$ cat src/verilog/irv_pkg.sv
// Purpose: shared constants for the role select and interrupt vector block
// Assumes: APB with 32-bit data, one aligned word per register
// Notes: offsets are byte addresses
package irv_pkg;
   // register byte offsets
   localparam logic [7:0] IRV_OFF_MODE = 8'h00;
   localparam logic [7:0] IRV_OFF_VECTOR = 8'h04;
   localparam logic [7:0] IRV_OFF_EXTMODE = 8'h08;
   localparam logic [7:0] IRV_OFF_STATUS = 8'h0C;
   localparam logic [7:0] IRV_OFF_MASK = 8'h10;
   localparam logic [7:0] IRV_OFF_ROLE = 8'h14;
   // mode register fields
   localparam int IRV_MODE_DIR_BIT = 0;
   localparam int IRV_MODE_FDF_BIT = 1;
   localparam int IRV_MODE_MST_BIT = 2;
   localparam int IRV_MODE_RST_BIT = 3;
   // extended mode fields and reset value
   localparam int IRV_EXT_COMPAT_BIT = 0;
   localparam int IRV_EXT_IGNORE_NOACK_MODE_BIT = 1;
   localparam logic [1:0] IRV_EXT_RESET = 2'h1;
   // event codes
   localparam logic [2:0] IRV_EV_NONE = 3'h0;
   localparam logic [2:0] IRV_EV_AL = 3'h1;
   localparam logic [2:0] IRV_EV_NACK = 3'h2;
   localparam logic [2:0] IRV_EV_ACCESS_READY_EVENT = 3'h3;
   localparam logic [2:0] IRV_EV_RRDY = 3'h4;
   localparam logic [2:0] IRV_EV_XRDY = 3'h5;
   localparam logic [2:0] IRV_EV_SCD = 3'h6;
   localparam logic [2:0] IRV_EV_AAS = 3'h7;
   localparam int IRV_NUM_EV = 7;
   // link clock period seen by the edge finder
   localparam int IRV_LINK_NS = 160;
   localparam int IRV_CLK_NS = 20;
   localparam int IRV_LINK_CYC = (IRV_LINK_NS + IRV_CLK_NS - 1) / IRV_CLK_NS;
endpackage : irv_pkg

$ cat src/verilog/irv_core.sv
// Purpose: transmitter/receiver role choice, prioritised interrupt vector, extended mode
// Assumes: pclk 50 MHz; link_scl and event inputs come from the serial engine or pins
// Notes: events are level pulses from the engine, all sampled through two flops
`timescale 1ns/1ps
module irv_core
   import irv_pkg::*;
(
   input wire logic pclk,
   input wire logic presetn,
   input wire logic psel,
   input wire logic penable,
   input wire logic pwrite,
   input wire logic [7:0] paddr,
   input wire logic [31:0] pwdata,
   output logic [31:0] prdata,
   output logic pready,
   output logic pslverr,
   input wire logic link_scl,
   input wire logic link_sda_ack,
   input wire logic slave_read_req,
   input wire logic ev_arb_lost,
   input wire logic ev_data_ack,
   input wire logic ev_rx_ready,
   input wire logic ev_stop_det,
   input wire logic ev_addressed,
   input wire logic ev_tx_load,
   output logic is_transmitter,
   output logic stop_request,
   output logic irq
);

   // two-flop synchronisers for every outside input
   // link lines idle high, so their flops start high: no false edge after reset
   logic [8:0] sync1_reg;
   logic [8:0] sync2_reg;
   logic [8:0] prev_reg;
   always_ff @(posedge pclk or negedge presetn) begin
      if (!presetn) begin
         sync1_reg <= 9'h180;
         sync2_reg <= 9'h180;
         prev_reg <= 9'h180;
      end else begin
         sync1_reg <= {link_scl, link_sda_ack, slave_read_req, ev_arb_lost, ev_data_ack,
                       ev_rx_ready, ev_stop_det, ev_addressed, ev_tx_load};
         sync2_reg <= sync1_reg;
         prev_reg <= sync2_reg;
      end
   end

   // rising edges of synchronised levels
   logic [8:0] rise;
   assign rise = sync2_reg & ~prev_reg;

   // named synchronised levels
   logic sda_ack_s;
   logic read_req_s;
   logic data_ack_s;
   assign sda_ack_s = sync2_reg[7]; // 1 means no-acknowledge
   assign read_req_s = sync2_reg[6];
   assign data_ack_s = sync2_reg[4]; // ack slot still open

   // named event edges
   logic scl_rise;
   logic arb_lost_rise;
   logic data_ack_rise;
   logic rx_ready_rise;
   logic stop_det_rise;
   logic addressed_rise;
   logic tx_load_rise;
   assign scl_rise = rise[8];
   assign arb_lost_rise = rise[5];
   assign data_ack_rise = rise[4];
   assign rx_ready_rise = rise[3];
   assign stop_det_rise = rise[2];
   assign addressed_rise = rise[1];
   assign tx_load_rise = rise[0];

   // registers
   logic [3:0] mode_reg;
   logic [1:0] ext_reg;
   logic [6:0] status_reg;
   logic [6:0] mask_reg;
   logic [2:0] code_reg;

   logic master_select;
   logic free_format_select;
   logic direction_select;
   logic module_rst;
   assign direction_select = mode_reg[IRV_MODE_DIR_BIT];
   assign free_format_select = mode_reg[IRV_MODE_FDF_BIT];
   assign master_select = mode_reg[IRV_MODE_MST_BIT];
   assign module_rst = ~mode_reg[IRV_MODE_RST_BIT];
   logic compat_tx_ready_mode;
   logic ignore_noack_mode;
   assign compat_tx_ready_mode = ext_reg[IRV_EXT_COMPAT_BIT];
   assign ignore_noack_mode = ext_reg[IRV_EXT_IGNORE_NOACK_MODE_BIT];

   // apb strobes
   logic wr_en;
   logic rd_en;
   assign wr_en = psel & penable & pwrite;
   assign rd_en = psel & penable & ~pwrite;

   // register selects from the byte address
   logic sel_mode;
   logic sel_vector;
   logic sel_extmode;
   logic sel_status;
   logic sel_mask;
   assign sel_mode = (paddr == IRV_OFF_MODE);
   assign sel_vector = (paddr == IRV_OFF_VECTOR);
   assign sel_extmode = (paddr == IRV_OFF_EXTMODE);
   assign sel_status = (paddr == IRV_OFF_STATUS);
   assign sel_mask = (paddr == IRV_OFF_MASK);

   // role selection
   logic trx_next;
   always_comb begin
      if (free_format_select)
         trx_next = direction_select;
      else if (master_select)
         trx_next = direction_select;
      else
         trx_next = read_req_s;
   end

   // current role toward the serial engine
   always_ff @(posedge pclk or negedge presetn) begin
      if (!presetn)
         is_transmitter <= 1'b0;
      else
         is_transmitter <= trx_next;
   end

   // acknowledge bit sampled when ev_data_ack rises and again on each link clock rise while it stays high
   logic ack_phase;
   logic nack_seen;
   logic ack_seen;
   assign ack_phase = data_ack_rise | (data_ack_s & scl_rise);
   assign nack_seen = ack_phase & sda_ack_s;
   assign ack_seen = ack_phase & ~sda_ack_s;

   logic master_tx;
   logic slave_tx;
   assign master_tx = master_select & trx_next;
   assign slave_tx = ~master_select & trx_next;

   // unignored nack stops a master transmitter
   logic nack_stop;
   assign nack_stop = master_tx & nack_seen & ~ignore_noack_mode;

   // tx-ready source; the compat bit only matters as slave transmitter
   logic xrdy_set;
   always_comb begin
      if (slave_tx)
         xrdy_set = compat_tx_ready_mode ? tx_load_rise : ack_seen;
      else
         xrdy_set = tx_load_rise;
   end

   // event set vector, index = code-1
   logic [6:0] set_vec;
   always_comb begin
      set_vec = 7'h00;
      set_vec[IRV_EV_AL - 3'h1] = arb_lost_rise;
      set_vec[IRV_EV_NACK - 3'h1] = nack_stop;
      set_vec[IRV_EV_ACCESS_READY_EVENT - 3'h1] = nack_stop;
      set_vec[IRV_EV_RRDY - 3'h1] = rx_ready_rise;
      set_vec[IRV_EV_XRDY - 3'h1] = xrdy_set;
      set_vec[IRV_EV_SCD - 3'h1] = stop_det_rise;
      set_vec[IRV_EV_AAS - 3'h1] = addressed_rise;
   end

   // stop request toward the engine on unignored nack
   always_ff @(posedge pclk or negedge presetn) begin
      if (!presetn)
         stop_request <= 1'b0;
      else
         stop_request <= nack_stop & ~module_rst;
   end

   // highest pending flag, lowest code wins
   logic [2:0] top_code;
   always_comb begin
      top_code = IRV_EV_NONE;
      for (int i = IRV_NUM_EV - 1; i >= 0; i--) begin
         if (status_reg[i] & mask_reg[i])
            top_code = 3'(i + 1);
      end
   end

   // code handed out by this read, held in prdata since the setup edge
   // clearing by it, not by top_code now, keeps a late higher event pending
   logic vec_done;
   logic [2:0] reported_code;
   assign vec_done = rd_en & sel_vector & pready;
   assign reported_code = prdata[2:0];

   // clears: the reported vector flag and write-one-to-clear status bits
   logic [6:0] clr_vec;
   always_comb begin
      clr_vec = 7'h00;
      if (vec_done && reported_code != IRV_EV_NONE)
         clr_vec[reported_code - 3'h1] = 1'b1;
      if (wr_en && sel_status)
         clr_vec = clr_vec | pwdata[6:0];
   end

   // next status, set wins over a clear in the same cycle
   logic [6:0] status_next;
   always_comb begin
      if (module_rst)
         status_next = 7'h00;
      else
         status_next = (status_reg & ~clr_vec) | set_vec;
   end

   // sticky status flags
   always_ff @(posedge pclk or negedge presetn) begin
      if (!presetn)
         status_reg <= 7'h00;
      else
         status_reg <= status_next;
   end

   // vector code mirrors highest pending flag
   always_ff @(posedge pclk or negedge presetn) begin
      if (!presetn)
         code_reg <= IRV_EV_NONE;
      else
         code_reg <= top_code;
   end

   // interrupt level: any unmasked flag still set
   always_ff @(posedge pclk or negedge presetn) begin
      if (!presetn)
         irq <= 1'b0;
      else
         irq <= |(status_next & mask_reg);
   end

   // mode register
   always_ff @(posedge pclk or negedge presetn) begin
      if (!presetn)
         mode_reg <= 4'h0;
      else if (wr_en && sel_mode)
         mode_reg <= pwdata[3:0];
   end

   // extended mode register, upper bits not stored
   always_ff @(posedge pclk or negedge presetn) begin
      if (!presetn)
         ext_reg <= IRV_EXT_RESET;
      else if (wr_en && sel_extmode)
         ext_reg <= pwdata[1:0];
   end

   // interrupt mask register
   always_ff @(posedge pclk or negedge presetn) begin
      if (!presetn)
         mask_reg <= 7'h00;
      else if (wr_en && sel_mask)
         mask_reg <= pwdata[6:0];
   end

   // vector word: reserved upper bits always zero, writes never reach it
   logic [31:0] vector_word;
   assign vector_word = {29'h0, top_code};

   // read data mux
   logic [31:0] rd_mux;
   logic map_hit;
   always_comb begin
      rd_mux = 32'h00000000;
      map_hit = 1'b1;
      unique case (paddr)
         IRV_OFF_MODE: rd_mux[3:0] = mode_reg;
         IRV_OFF_VECTOR: rd_mux = vector_word;
         IRV_OFF_EXTMODE: rd_mux[1:0] = ext_reg;
         IRV_OFF_STATUS: rd_mux[6:0] = status_reg;
         IRV_OFF_MASK: rd_mux[6:0] = mask_reg;
         IRV_OFF_ROLE: rd_mux[3:0] = {code_reg, is_transmitter};
         default: map_hit = 1'b0;
      endcase
   end

   // setup cycle of a transfer, the edge the answer is launched on
   logic setup_phase;
   assign setup_phase = psel & ~penable;

   // ready for exactly the first access cycle
   always_ff @(posedge pclk or negedge presetn) begin
      if (!presetn)
         pready <= 1'b0;
      else
         pready <= setup_phase;
   end

   // read data only while ready stands, zero otherwise
   always_ff @(posedge pclk or negedge presetn) begin
      if (!presetn)
         prdata <= 32'h00000000;
      else
         prdata <= (setup_phase & ~pwrite) ? rd_mux : 32'h00000000;
   end

   // error with ready for an unmapped offset
   always_ff @(posedge pclk or negedge presetn) begin
      if (!presetn)
         pslverr <= 1'b0;
      else
         pslverr <= setup_phase & ~map_hit;
   end

   // limits: a write or read takes effect only on the cycle pready is high
   // read data is captured at the setup edge, so a vector read reports the
   // code pending then and clears exactly that flag at completion
   // an event landing between setup and completion stays pending
   // the run bit low clears status and holds irq and stop low
   // unmapped offsets read zero, answer with an error and ignore writes
endmodule : irv_core

$ cat config.mk
export PLATFORM = sky130hd
export DESIGN_NAME = irv_core
export DESIGN_NICKNAME = d
export VERILOG_FILES = /design/src/verilog/irv_pkg.sv /design/src/verilog/irv_core.sv
export SDC_FILE = /design/constraint.sdc
export NUM_CORES = 1
export LEC_CHECK = 0
export ABC_AREA = 1
export BUFFER_PORTS_ARGS = -buffer_cell sky130_fd_sc_hd__buf_4
export CAP_MARGIN = 40
export CELL_PAD_IN_SITES_DETAIL_PLACEMENT = 1
export CELL_PAD_IN_SITES_GLOBAL_PLACEMENT = 1
export CORE_ASPECT_RATIO = 2
export CORE_MARGIN = 1.5
export CORE_UTILIZATION = 40
export CTS_CLUSTER_SIZE = 10
export DETAILED_ROUTE_END_ITERATION = 8
export PLACE_DENSITY_LB_ADDON = 0.1
export SYNTH_ARGS = -nofsm -noshare
export SYNTH_HDL_FRONTEND = slang
export SYNTH_SLANG_ARGS = --single-unit
$ cat constraint.sdc
create_clock -name pclk -period 5 [get_ports pclk]
set_input_delay 0.25 -clock pclk [delete_from_list [all_inputs] [get_ports pclk]]
set_output_delay 0.25 -clock pclk [all_outputs]
set_load 0.01 [all_outputs]
---- After elaboration in Yosys (flattened, before gate mapping) ----
Index checks and enable logic that the tools add are counted.
operators by class
  add/sub/neg operators ................... 1
  magnitude comparators ................... 2
  eq/ne operators ......................... 5
  mux-type cells .......................... 21
  bitwise operators ....................... 37
  reduce and logical (&&, ||, !) cells .... 10
operators by type and width
  operator              number
  $mux W7               4
  $and A1 B1 Y1         23
  $mux W3               7
  $eq A8 B4 Y1 const B  2
  $eq A8 B5 Y1 const B  2
  $and A7 B7 Y7         2
  $or A7 B7 Y7          2
  $pmux W2 S6           1
  $pmux W2 S5           1
  $and A9 B9 Y9         1
  $not A9 Y9            1
  $eq A8 B3 Y1 const B  1
  $logic_not A8 Y1      1
  $not A7 Y7            1
  $reduce_or A7 Y1      1
  $logic_and A1 B1 Y1   6
  $mux W1               6
  $not A1 Y1            6
  $pmux W3 S2           1
  $reduce_or A6 Y1      1
  $lt A3 B4 Y1 const B  1
  $demux W1 S3          1
  $ge A3 B1 Y1 const B  1
  $reduce_bool A3 Y1    1
  2 further kinds       2
storage, ports and cells
  bits in registers ....................... 62
  logic and storage cells ................. 90

---- Logic depth before layout (Yosys ltp) ----
Gate-level depths: netlist of run 1.
  word-level depth ........................ 14
  gate-level depth with buffers ........... 13
  mapped depth without buffers ............ 13

---- Worst setup path after synthesis of run 1 ----
No wires, ideal clock.
  path kind ............................... register to register
  start ................................... reg prdata[0]
  end ..................................... reg irq
  setup time .............................. 0.119 ns
  data arrival time ....................... 1.578 ns
  slack ................................... 3.303 ns
  cell stages (with the launch flop) ...... 13
  buffers on the path ..................... 0
  cells stage by stage .................... dfrtp_1 inv_1 ha_1 inv_1 nor2_1 nor2_1 nand4_1 nand2_1 nand2_1 nand2_1 nand2_1 nor2_1 nand2_1
on the way
  word-level cells in the longest chain between the ends .. 14
ends and longest elaborated chain
  item                                                                       line             source
  from (decl)                                                                irv_core.sv:15   output logic [31:0] prdata,
  from (signal assigned)                                                     irv_core.sv:304  prdata <= (setup_phase & ~pwrite) ? rd_mux : 32'h00000000;
  $sub A3 B1 Y3                                                              irv_core.sv:204  clr_vec[reported_code - 3'h1] = 1'b1;
  $lt A3 B4 Y1 (implied by the code) / $ge A3 B1 Y1 (equally long branches)  irv_core.sv:204
  $logic_and A1 B1 Y1 (implied by the code)                                  irv_core.sv:204
  $mux W1 (implied by the code)                                              irv_core.sv:204
  $demux W1 S3                                                               irv_core.sv:204
  $mux W7 *                                                                  irv_core.sv:203  if (vec_done && reported_code != IRV_EV_NONE)
  $or A7 B7 Y7                                                               irv_core.sv:206  clr_vec = clr_vec | pwdata[6:0];
  $mux W7 *                                                                  irv_core.sv:205  if (wr_en && sel_status)
  $not A7 Y7 *                                                               irv_core.sv:215  status_next = (status_reg & ~clr_vec) | set_vec;
  $and A7 B7 Y7 *                                                            irv_core.sv:215
  $or A7 B7 Y7 *                                                             irv_core.sv:215
  $mux W7 *                                                                  irv_core.sv:212  if (module_rst)
  net status_next[2]                                                         irv_core.sv:210  logic [6:0] status_next;
  $and A7 B7 Y7 *                                                            irv_core.sv:239  irq <= |(status_next & mask_reg);
  $reduce_or A7 Y1 *                                                         irv_core.sv:239
  to (signal assigned)                                                       irv_core.sv:239
  to (decl)                                                                  irv_core.sv:29   output logic irq
The timed path passes the listed nets; every way through them passes the cells marked *.
A chain may end at the register's enable or synchronous reset.

---- Worst setup path in the final report of run 1 ----
  start ................................... reg prdata[0]
  end ..................................... reg irq
on the way
  word-level cells in the longest chain between the ends .. 14
ends and longest elaborated chain
  item                                                                       line
  $sub A3 B1 Y3                                                              irv_core.sv:204
  $lt A3 B4 Y1 (implied by the code) / $ge A3 B1 Y1 (equally long branches)  irv_core.sv:204
  $logic_and A1 B1 Y1 (implied by the code)                                  irv_core.sv:204
  $mux W1 (implied by the code)                                              irv_core.sv:204
  $demux W1 S3                                                               irv_core.sv:204
  $mux W7 *                                                                  irv_core.sv:203
  $or A7 B7 Y7                                                               irv_core.sv:206
  $mux W7 *                                                                  irv_core.sv:205
  $not A7 Y7 *                                                               irv_core.sv:215
  $and A7 B7 Y7 *                                                            irv_core.sv:215
  $or A7 B7 Y7 *                                                             irv_core.sv:215
  $mux W7 *                                                                  irv_core.sv:212
  $and A7 B7 Y7 *                                                            irv_core.sv:239
  $reduce_or A7 Y1 *                                                         irv_core.sv:239
Mark *: on every way between the ends. The rest lies on a longest branch, timed or not.

==> impl_results.md, run 1 <==
- Worst Max-Slew Pin Slew: 0.757 ns
- Final Hold Fails: 3
- Sequential power share: 0.426
- Crit Path Category: reg -> reg
- Post-Synthesis Cell Area: 2830 µm²
- Antenna diodes: 0
- CTS root buffer: clkbuf_16
- WP data arrival: around 2.3 ns
- Worst-Skew Late Latency: 0.32 ns
- DRC viols: 0
- Status: complete, but fails checks
- Critical Path Fanout Max: 7
- Number of enable flip-flop cells after synthesis: 0
- Drt pass-1 iters: 4
- Largest area contributor in the netlist: dfrtp_1
- Combinational share of power: 0.051
- Post-Synthesis Cells: between 300 and 400
- Avg Cell Area, Syn: 8.79 µm²
- Violated checks: hold timing
- Crit path top cell by count: nor2_1
- Worst slack, placed: 2.83 ns
- Port buffer count: 40
- Vias per inst: ~4.7
- Post-DP HPWL: 5170 µm
- Setup slack after layout: 2.87 ns
- Internal power: 0.936 mW
- Post-CTS setup buffers: 0
- Area of the die: about 7600 µm²
- Crit. End Element: flip-flop
- Commonest cells in the netlist: nand2_1, dfrtp_1, inv_1, nand3_1, nor2_1
- Hold buffer count at cts: 0
- Ys Warns: 0
- Routed WL per cell: between 10 and 15 µm
- Register bit total from synthesis: 60
- CP Data Required Time: ~5.2 ns
- Pwr Total: 1.19 mW
- Max Cap Viol: 0
- Setup violators final: 0
- Largest stage delay on the critical path: 0.43 ns
- Yosys cell types: 32
- Via count: 2,179
- DRT Wirelength: 6750 µm
- PwrDens: 349 nW/µm²
- Psw: 0.257 mW
- Core Rows: 43
- CP startpoint kind: flip-flop
- Syn-to-layout area delta: 20.8%
- Fmax: ~470 MHz
- Sw Ratio: 0.215
- Nets: 424
- Tmin final: 2.13 ns
- Predominant post-synthesis flop cell: dfrtp_1
- Unrepaired setup endpoints after global routing: false
- Period utilisation layout: 0.426
- Fraction of layout cells with a size suffix above 1: 0.212
- Num CTS Buffers: 9
- Setup TNS: 0 ns
- CTS tree: built
- Sequential share of the synthesized area: 0.533
- Post-cts sizing count: 0
- Clk sinks: 60
- Core area: 6890 µm²
- Largest cells by area after synthesis: dfrtp_1, nand2_1, buf_4
- Vias in the first global route: about 2,300
- DRT iter0 DRCs: 51
- Async SR Flop Fraction: 1.00
- Antenna violations before repair: 0
- Cell with the most instances after synthesis: nand2_1
- Clock share of power: 0.524
- Clock Path Buffers: 2
- Gpl congestion: between 0.7 and 0.8
- Largest net degree at the start of global routing: 61
- Filler cell count: 866
- Slowest-stage cell, CP: dfrtp_1
- Worst slew margin: 0.495
- Hold WS: -0.00536 ns
- Max Slew Vio Count: 0
- Worst Hold Class: in -> async
- Global-route wire length before repair: 11,200 µm
- GRT Total Usage: 0.195
- Fin Clk Skew: 0.00369 ns
- Share of the synthesized area in the top cell type: 0.478
- H-tree Lvls: 3
- I/O Pins: 91
- Chip width: 62.5 µm
- CP bufs+invs: 2
- Initial Util: 0.411
- Total grt overflow: 0
- Die extent in y: 122 µm
- P_leak: 1.74 nW
- Worst-path clk slew: 0.05 ns
- CP top delay family: simple AND/OR/NAND/NOR gates
- Worst vdd ir: 0.245 mV
- Worst-path cell chain: inv_1, ha_1, inv_1, nor2_1, nor2_1, nand2_1, nor2_1, nor2_1, nand2_1, a21boi_0, nor2_1, nand2_1
- Antenna Violating Nets Remaining: 0
final cells by class:
| cell class | count | area (µm²) | area share |
|---|---|---|---|
| Sequential cell | 60 | 1510 | 0.442 |
| Multi-Input combinational cell | 226 | 1070 | 0.312 |
| Timing Repair Buffer | 40 | 300 | 0.0879 |
| Clock buffer | 11 | 253 | 0.0740 |
| Inverter | 31 | 116 | 0.0341 |
| Tap cell | 90 | 113 | 0.0330 |
| Clock inverter | 5 | 58.8 | 0.0172 |
worst register-to-register path, delay by kind of cell (launching register included):
kind | cells | cell delay, ns
AND/OR/NAND/NOR | 8 | 1.05
flip-flops | 1 | 0.43
adder cells (fa/ha/maj) | 1 | 0.21
buffers and inverters | 2 | 0.19
AO/OA/AOI/OAI | 1 | 0.14
cells by family after synthesis:
logic type / share of synthesized area
and+or+nand+nor: 0.259
adders and majority gates: 0.00884
muxes: 0.0119
other: 0.00133
AOI/OAI and AO/OA: 0.0641
buffers and inverters: 0.121
DFF: 0.533
through the flow:
stage | util | cells | hold slack, ns | cell area (µm²)
6_report | 0.496 | 463 | -0.00536 | 3420
5_1_grt | 0.496 | 463 | 0.0176 | 3420
4_1_cts | 0.496 | 463 | 0.0187 | 3420
3_5_place_dp | 0.451 | 447 | 0.336 | 3110
3_3_place_gp | 0.451 | 447 | 0.332 | 3110
2_1_floorplan | - | 346 | -0.0456 | 2920
cells in the final DEF, fill, tap and decap left out, types with 2 or more instances in the layout:
cell	instances
a31oi_1	2
a21boi_0	2
clkinvlp_4	2
nand3_1	30
buf_4	40
a21oi_1	11
clkbuf_8	2
nor2_4	4
clkbuf_16	9
nor3_1	2
nor2_2	2
nor2_1	26
inv_1	30
o21ai_0	12
conb_1	25
nand2_1	89
nand3_2	2
dfrtp_1	54
mux2_2	3
ha_1	2
dfstp_2	6
nand4_1	3
nand2_2	2
metal layers:
layer  global-route usage  routed length, µm  vias to the layer above
met1                0.202               2470                     1060
met5                    0                  0                        -
li1                     -                  -                     1063
met3               0.0314                199                       11
met2                0.366               3890                       45
met4                0.110                201                        0
path summary, 6_finish.rpt:
check	startpoint	to	slack [ns]	cells past startpoint
min in group pclk	link_scl	sync1_reg[8]$_DFF_PN1_	0.03	1
min reg2reg	sync1_reg[1]$_DFF_PN0_	sync2_reg[1]$_DFF_PN0_	0.34	0
max	prdata[0]$_DFF_PN0_	irq$_DFF_PN0_	2.87	12
min	presetn	stop_request$_DFF_PN0_	-0.005	1
max in group asynchronous	presetn	prdata[5]$_DFF_PN0_	4.50	1
max reg2reg	prdata[0]$_DFF_PN0_	irq$_DFF_PN0_	2.87	12
power groups by stage:
stage / combinational, mW / clock [mW] / sequential, mW
5_1_grt: 0.0689 / 0.655 / 0.509
2_1_floorplan: 0.0398 / 0 / 0.514
3_5_place_dp: 0.0616 / 0 / 0.516
6_report: 0.0607 / 0.625 / 0.508
4_1_cts: 0.0619 / 0.639 / 0.508
3_3_place_gp: 0.0603 / 0 / 0.515
Power figures use the tool's default switching activity.
==> run 2, diff against run 1 <==
--- a/config.mk
+++ b/config.mk
@@ -5,14 +5,14 @@
 export SDC_FILE = /design/constraint.sdc
 export NUM_CORES = 1
 export LEC_CHECK = 0
-export ABC_AREA = 1
+export ABC_AREA = 0
 export BUFFER_PORTS_ARGS = -buffer_cell sky130_fd_sc_hd__buf_4
 export CAP_MARGIN = 40
 export CELL_PAD_IN_SITES_DETAIL_PLACEMENT = 1
 export CELL_PAD_IN_SITES_GLOBAL_PLACEMENT = 1
 export CORE_ASPECT_RATIO = 2
 export CORE_MARGIN = 1.5
-export CORE_UTILIZATION = 40
+export CORE_UTILIZATION = 38
 export CTS_CLUSTER_SIZE = 10
 export DETAILED_ROUTE_END_ITERATION = 8
 export PLACE_DENSITY_LB_ADDON = 0.1
==> constraint.sdc (replaced) <==
create_clock -name pclk -period 2 [get_ports pclk]
set_input_delay 0.1 -clock pclk [delete_from_list [all_inputs] [get_ports pclk]]
set_output_delay 0.1 -clock pclk [all_outputs]
set_load 0.01 [all_outputs]
==> run 2 against run 1 <==
The flow finishes with violations (setup timing). Flip-flop and latch count did not move. Routed wire length is 11% higher. Synthesized cell count fell by 26%. Combinational power grew to 3.0 times the previous value. Worst setup slack worse by 2.9 ns. Critical path type unchanged. Largest cell class unchanged.
==> impl_results.md, run 2 <==
- Capturing point of the worst reg2reg path: irq$_DFF_PN0_ (unchanged)
- Reg2Reg Setup Slack: -0.01 ns (was 2.87 ns)
- P_leak: 1.76 nW (was 1.74 nW)
- Largest area contributor in the netlist: dfrtp_1 (unchanged)
- Antenna violations before repair: 0 (unchanged)
- Worst slew margin: 0.501 (was 0.495)
- Commonest cells in the netlist: dfrtp_1, buf_4, nand2_1, mux2_2, nor2_1 (was nand2_1, dfrtp_1, inv_1, nand3_1, nor2_1)
- Chip width: 62.7 µm (was 62.5 µm)
- Setup slack after layout: -0.0144 ns (was 2.87 ns)
- Number of enable flip-flop cells after synthesis: 0 (unchanged)
- CP endpoint: irq$_DFF_PN0_ (unchanged)
- Fin Clk Skew: 0.00476 ns (was 0.00369 ns)
- CP startpoint kind: flip-flop (unchanged)
- DRT iter0 DRCs: 87 (was 51)
- Crit Path Category: reg -> reg (unchanged)
- Antenna diodes: 0 (unchanged)
- Syn-to-layout area delta: 38.4% (was 20.8%)
- GRT Total Usage: 0.218 (was 0.195)
- Final Hold Fails: 0 (was 3)
- CTS tree: built (unchanged)
- Setup violators final: 1 (was 0)
- Commonest cells after routing, fill and taps aside: buf_4, dfrtp_1, conb_1, nand2_1 (was nand2_1, dfrtp_1, buf_4, inv_1, nand3_1)
- Register bit total from synthesis: 60 (unchanged)
- Nets: 383 (was 424)
- R2R depth: 7 (was 12)
- Filler cell count: 794 (was 866)
- Vias per inst: 5.15 (was 4.71)
- Tmin final: 2.01 ns (was 2.13 ns)
- Worst Max-Slew Pin Slew: 0.749 ns (was 0.757 ns)
- CP top delay family: simple AND/OR/NAND/NOR gates (unchanged)
- Global-route wire length before repair: 12,200 µm (was 11,200 µm)
- Async SR Flop Fraction: 1.00 (unchanged)
- Psw: 0.646 mW (was 0.257 mW)
- Largest cells by area after synthesis: dfrtp_1, buf_4, dfstp_2 (was dfrtp_1, nand2_1, buf_4)
- DRC viols: 0 (unchanged)
- Routed WL per cell: 17.8 µm (was 14.6 µm)
- Yosys cell types: 41 (was 32)
- Cell with the most instances after synthesis: dfrtp_1 (was nand2_1)
- Crit path top cell by count: or3_4 (was nor2_1)
- Largest net degree at the start of global routing: 61 (unchanged)
- I/O Pins: 91 (unchanged)
- WP data arrival: 2.21 ns (was 2.34 ns)
- Commonest non-fill, non-tap cell in the layout: buf_4 (was nand2_1)
- DRT Wirelength: 7520 µm (was 6750 µm)
- CP startpoint: prdata[0]$_DFF_PN0_ (unchanged)
- Fmax: 496 MHz (was 469 MHz)
- Unrepaired setup endpoints after global routing: true (was false)
- Post-Synthesis Cells: 239 (was 322)
- Sw Ratio: 0.198 (was 0.215)
- Sequential power share: 0.389 (was 0.426)
- Clk sinks: 60 (unchanged)
- H-tree Lvls: 3 (unchanged)
- Slowest-stage cell, CP: dfrtp_1 (unchanged)
- Clock share of power: 0.555 (was 0.524)
- Post-CTS setup buffers: 0 (unchanged)
- Predominant post-synthesis flop cell: dfrtp_1 (unchanged)
- Total grt overflow: 0 (unchanged)
- Violated checks: setup timing (was hold timing)
- Vias in the first global route: 2,399 (was 2,309)
- Via count: 2,175 (was 2,179)
- Period utilisation layout: 1.01 (was 0.426)
- Avg Cell Area, Syn: 11.3 µm² (was 8.79 µm²)
- Ys Warns: 0 (unchanged)
- Internal power: 2.62 mW (was 0.936 mW)
- Post-DP HPWL: 5440 µm (was 5170 µm)
- Worst r2r src: prdata[0]$_DFF_PN0_ (unchanged)
- Pwr Total: 3.26 mW (was 1.19 mW)
- Area of the die: 7670 µm² (was 7620 µm²)
- Die extent in y: 122 µm (about the same)
- Clock Path Buffers: 2 (unchanged)
- CTS root buffer: clkbuf_16 (unchanged)
- Core area: 6890 µm² (unchanged)
- Number of cells on the critical path: 7 (was 12)
- Hold WS: 0.0234 ns (was -0.00536 ns)
- Worst Hold Class: in -> reg (was in -> async)
- Critical Path Fanout Max: 3 (was 7)
- Worst-path cell chain: inv_2, ha_4, or3_4, or3_4, nor4bb_1, a2111oi_2, nand4_1 (was inv_1, ha_1, inv_1, nor2_1, nor2_1, nand2_1, nor2_1, nor2_1, nand2_1, a21boi_0, nor2_1, nand2_1)
- Initial Util: 0.393 (was 0.411)
- Worst-path clk slew: 0.05 ns (about the same)
- Fraction of layout cells with a size suffix above 1: 0.367 (was 0.212)
- Worst vdd ir: 0.554 mV (was 0.245 mV)
- Share of the synthesized area in the top cell type: 0.499 (was 0.478)
- CP Data Required Time: 2.20 ns (was 5.21 ns)
- Max Cap Viol: 0 (unchanged)
- Largest stage delay on the critical path: 0.38 ns (was 0.43 ns)
- PwrDens: 871 nW/µm² (was 349 nW/µm²)
- Status: complete, but fails checks (unchanged)
- Drt pass-1 iters: 5 (was 4)
- Worst-Skew Late Latency: 0.33 ns (was 0.32 ns)
- Crit. End Element: flip-flop (unchanged)
- CP bufs+invs: 1 (was 2)
- Core Rows: 43 (unchanged)
- Gpl congestion: 0.923 (was 0.783)
- Sequential share of the synthesized area: 0.558 (was 0.533)
- Combinational share of power: 0.056 (was 0.051)
- Post-Synthesis Cell Area: 2710 µm² (was 2830 µm²)
- Port buffer count: 40 (unchanged)
- Max Slew Vio Count: 0 (unchanged)
- Num CTS Buffers: 9 (unchanged)
- Antenna Violating Nets Remaining: 0 (unchanged)
-- run 2: cells by family (layout without fill, tap and decap cells) --
| family | count (synthesis) | in the layout | share of synthesized area |
|---|---|---|---|
| flops | 60 | 60 | 0.558 |
| mux | 17 | 17 | 0.0693 |
| simple gates | 77 | 77 | 0.157 |
| other cells | 1 | 25 | 0.00139 |
| compound gates | 45 | 45 | 0.119 |
| buf+inv | 37 | 106 | 0.0860 |
| fa+ha+maj | 2 | 2 | 0.00924 |
-- run 2: final cells by class --
| class | instances | area [µm²] | area share |
|---|---|---|---|
| flip-flops and latches | 60 | 1510 | 0.403 |
| well taps | 90 | 113 | 0.0301 |
| clock buffers | 12 | 256 | 0.0685 |
| multi-input cells | 166 | 1100 | 0.293 |
| repair buffers | 83 | 648 | 0.173 |
| clock inverters | 4 | 95.1 | 0.0254 |
| inverters | 7 | 26.3 | 0.00701 |
-- run 2: repair_timing --
item,CTS,global route
hold buffers,10,0
hold endpoints to repair,63,0
endpoints found under the setup margin,1,1
resized for setup,3,3
pin swaps,1,0
-- run 2: how the worst min path moves through the flow --
| stage | startpoint | to | depth (start not counted) |
|---|---|---|---|
| floorplan | presetn | code_reg[0]$_DFF_PN0_ | 0 |
| global placement | presetn | is_transmitter$_DFF_PN0_ | 1 |
| detailed placement | link_sda_ack | sync1_reg[7]$_DFF_PN1_ | 1 |
| CTS | pwdata[5] | mask_reg[5]$_DFFE_PN0P_ | 2 |
| global route | pwdata[5] | mask_reg[5]$_DFFE_PN0P_ | 2 |
| finish | pwdata[5] | mask_reg[5]$_DFFE_PN0P_ | 2 |
-- run 2: power by group through the flow --
stage | Clock (mW) | Combinational (mW) | Sequential (mW)
after floorplan | 0 | 0.0906 | 1.29
after global placement | 0 | 0.165 | 1.29
after detailed placement | 0 | 0.167 | 1.29
after CTS | 1.85 | 0.184 | 1.27
after global routing | 1.90 | 0.202 | 1.27
final | 1.81 | 0.183 | 1.27
-- run 2: layer usage --
metal,global-route usage,share of wire,wire length [µm],up-vias
li1,-,-,-,1001
met1,0.208,0.35,2630,1090
met2,0.417,0.57,4270,66
met3,0.0541,0.040,304,18
met4,0.117,0.042,317,0
met5,0,0,0,-
-- run 2: metrics by stage --
step | area (µm²) | instances | worst slack, ns | util | TNS, ns
floorplan | 2820 | 263 | 0.000177 | - | 0
global placement | 3270 | 396 | -0.0762 | 0.475 | -0.0762
detailed placement | 3270 | 396 | -0.0826 | 0.475 | -0.0826
CTS | 3730 | 422 | -0.0323 | 0.542 | -0.0323
global route | 3750 | 422 | -0.116 | 0.544 | -0.116
finish | 3750 | 422 | -0.0144 | 0.544 | -0.0144
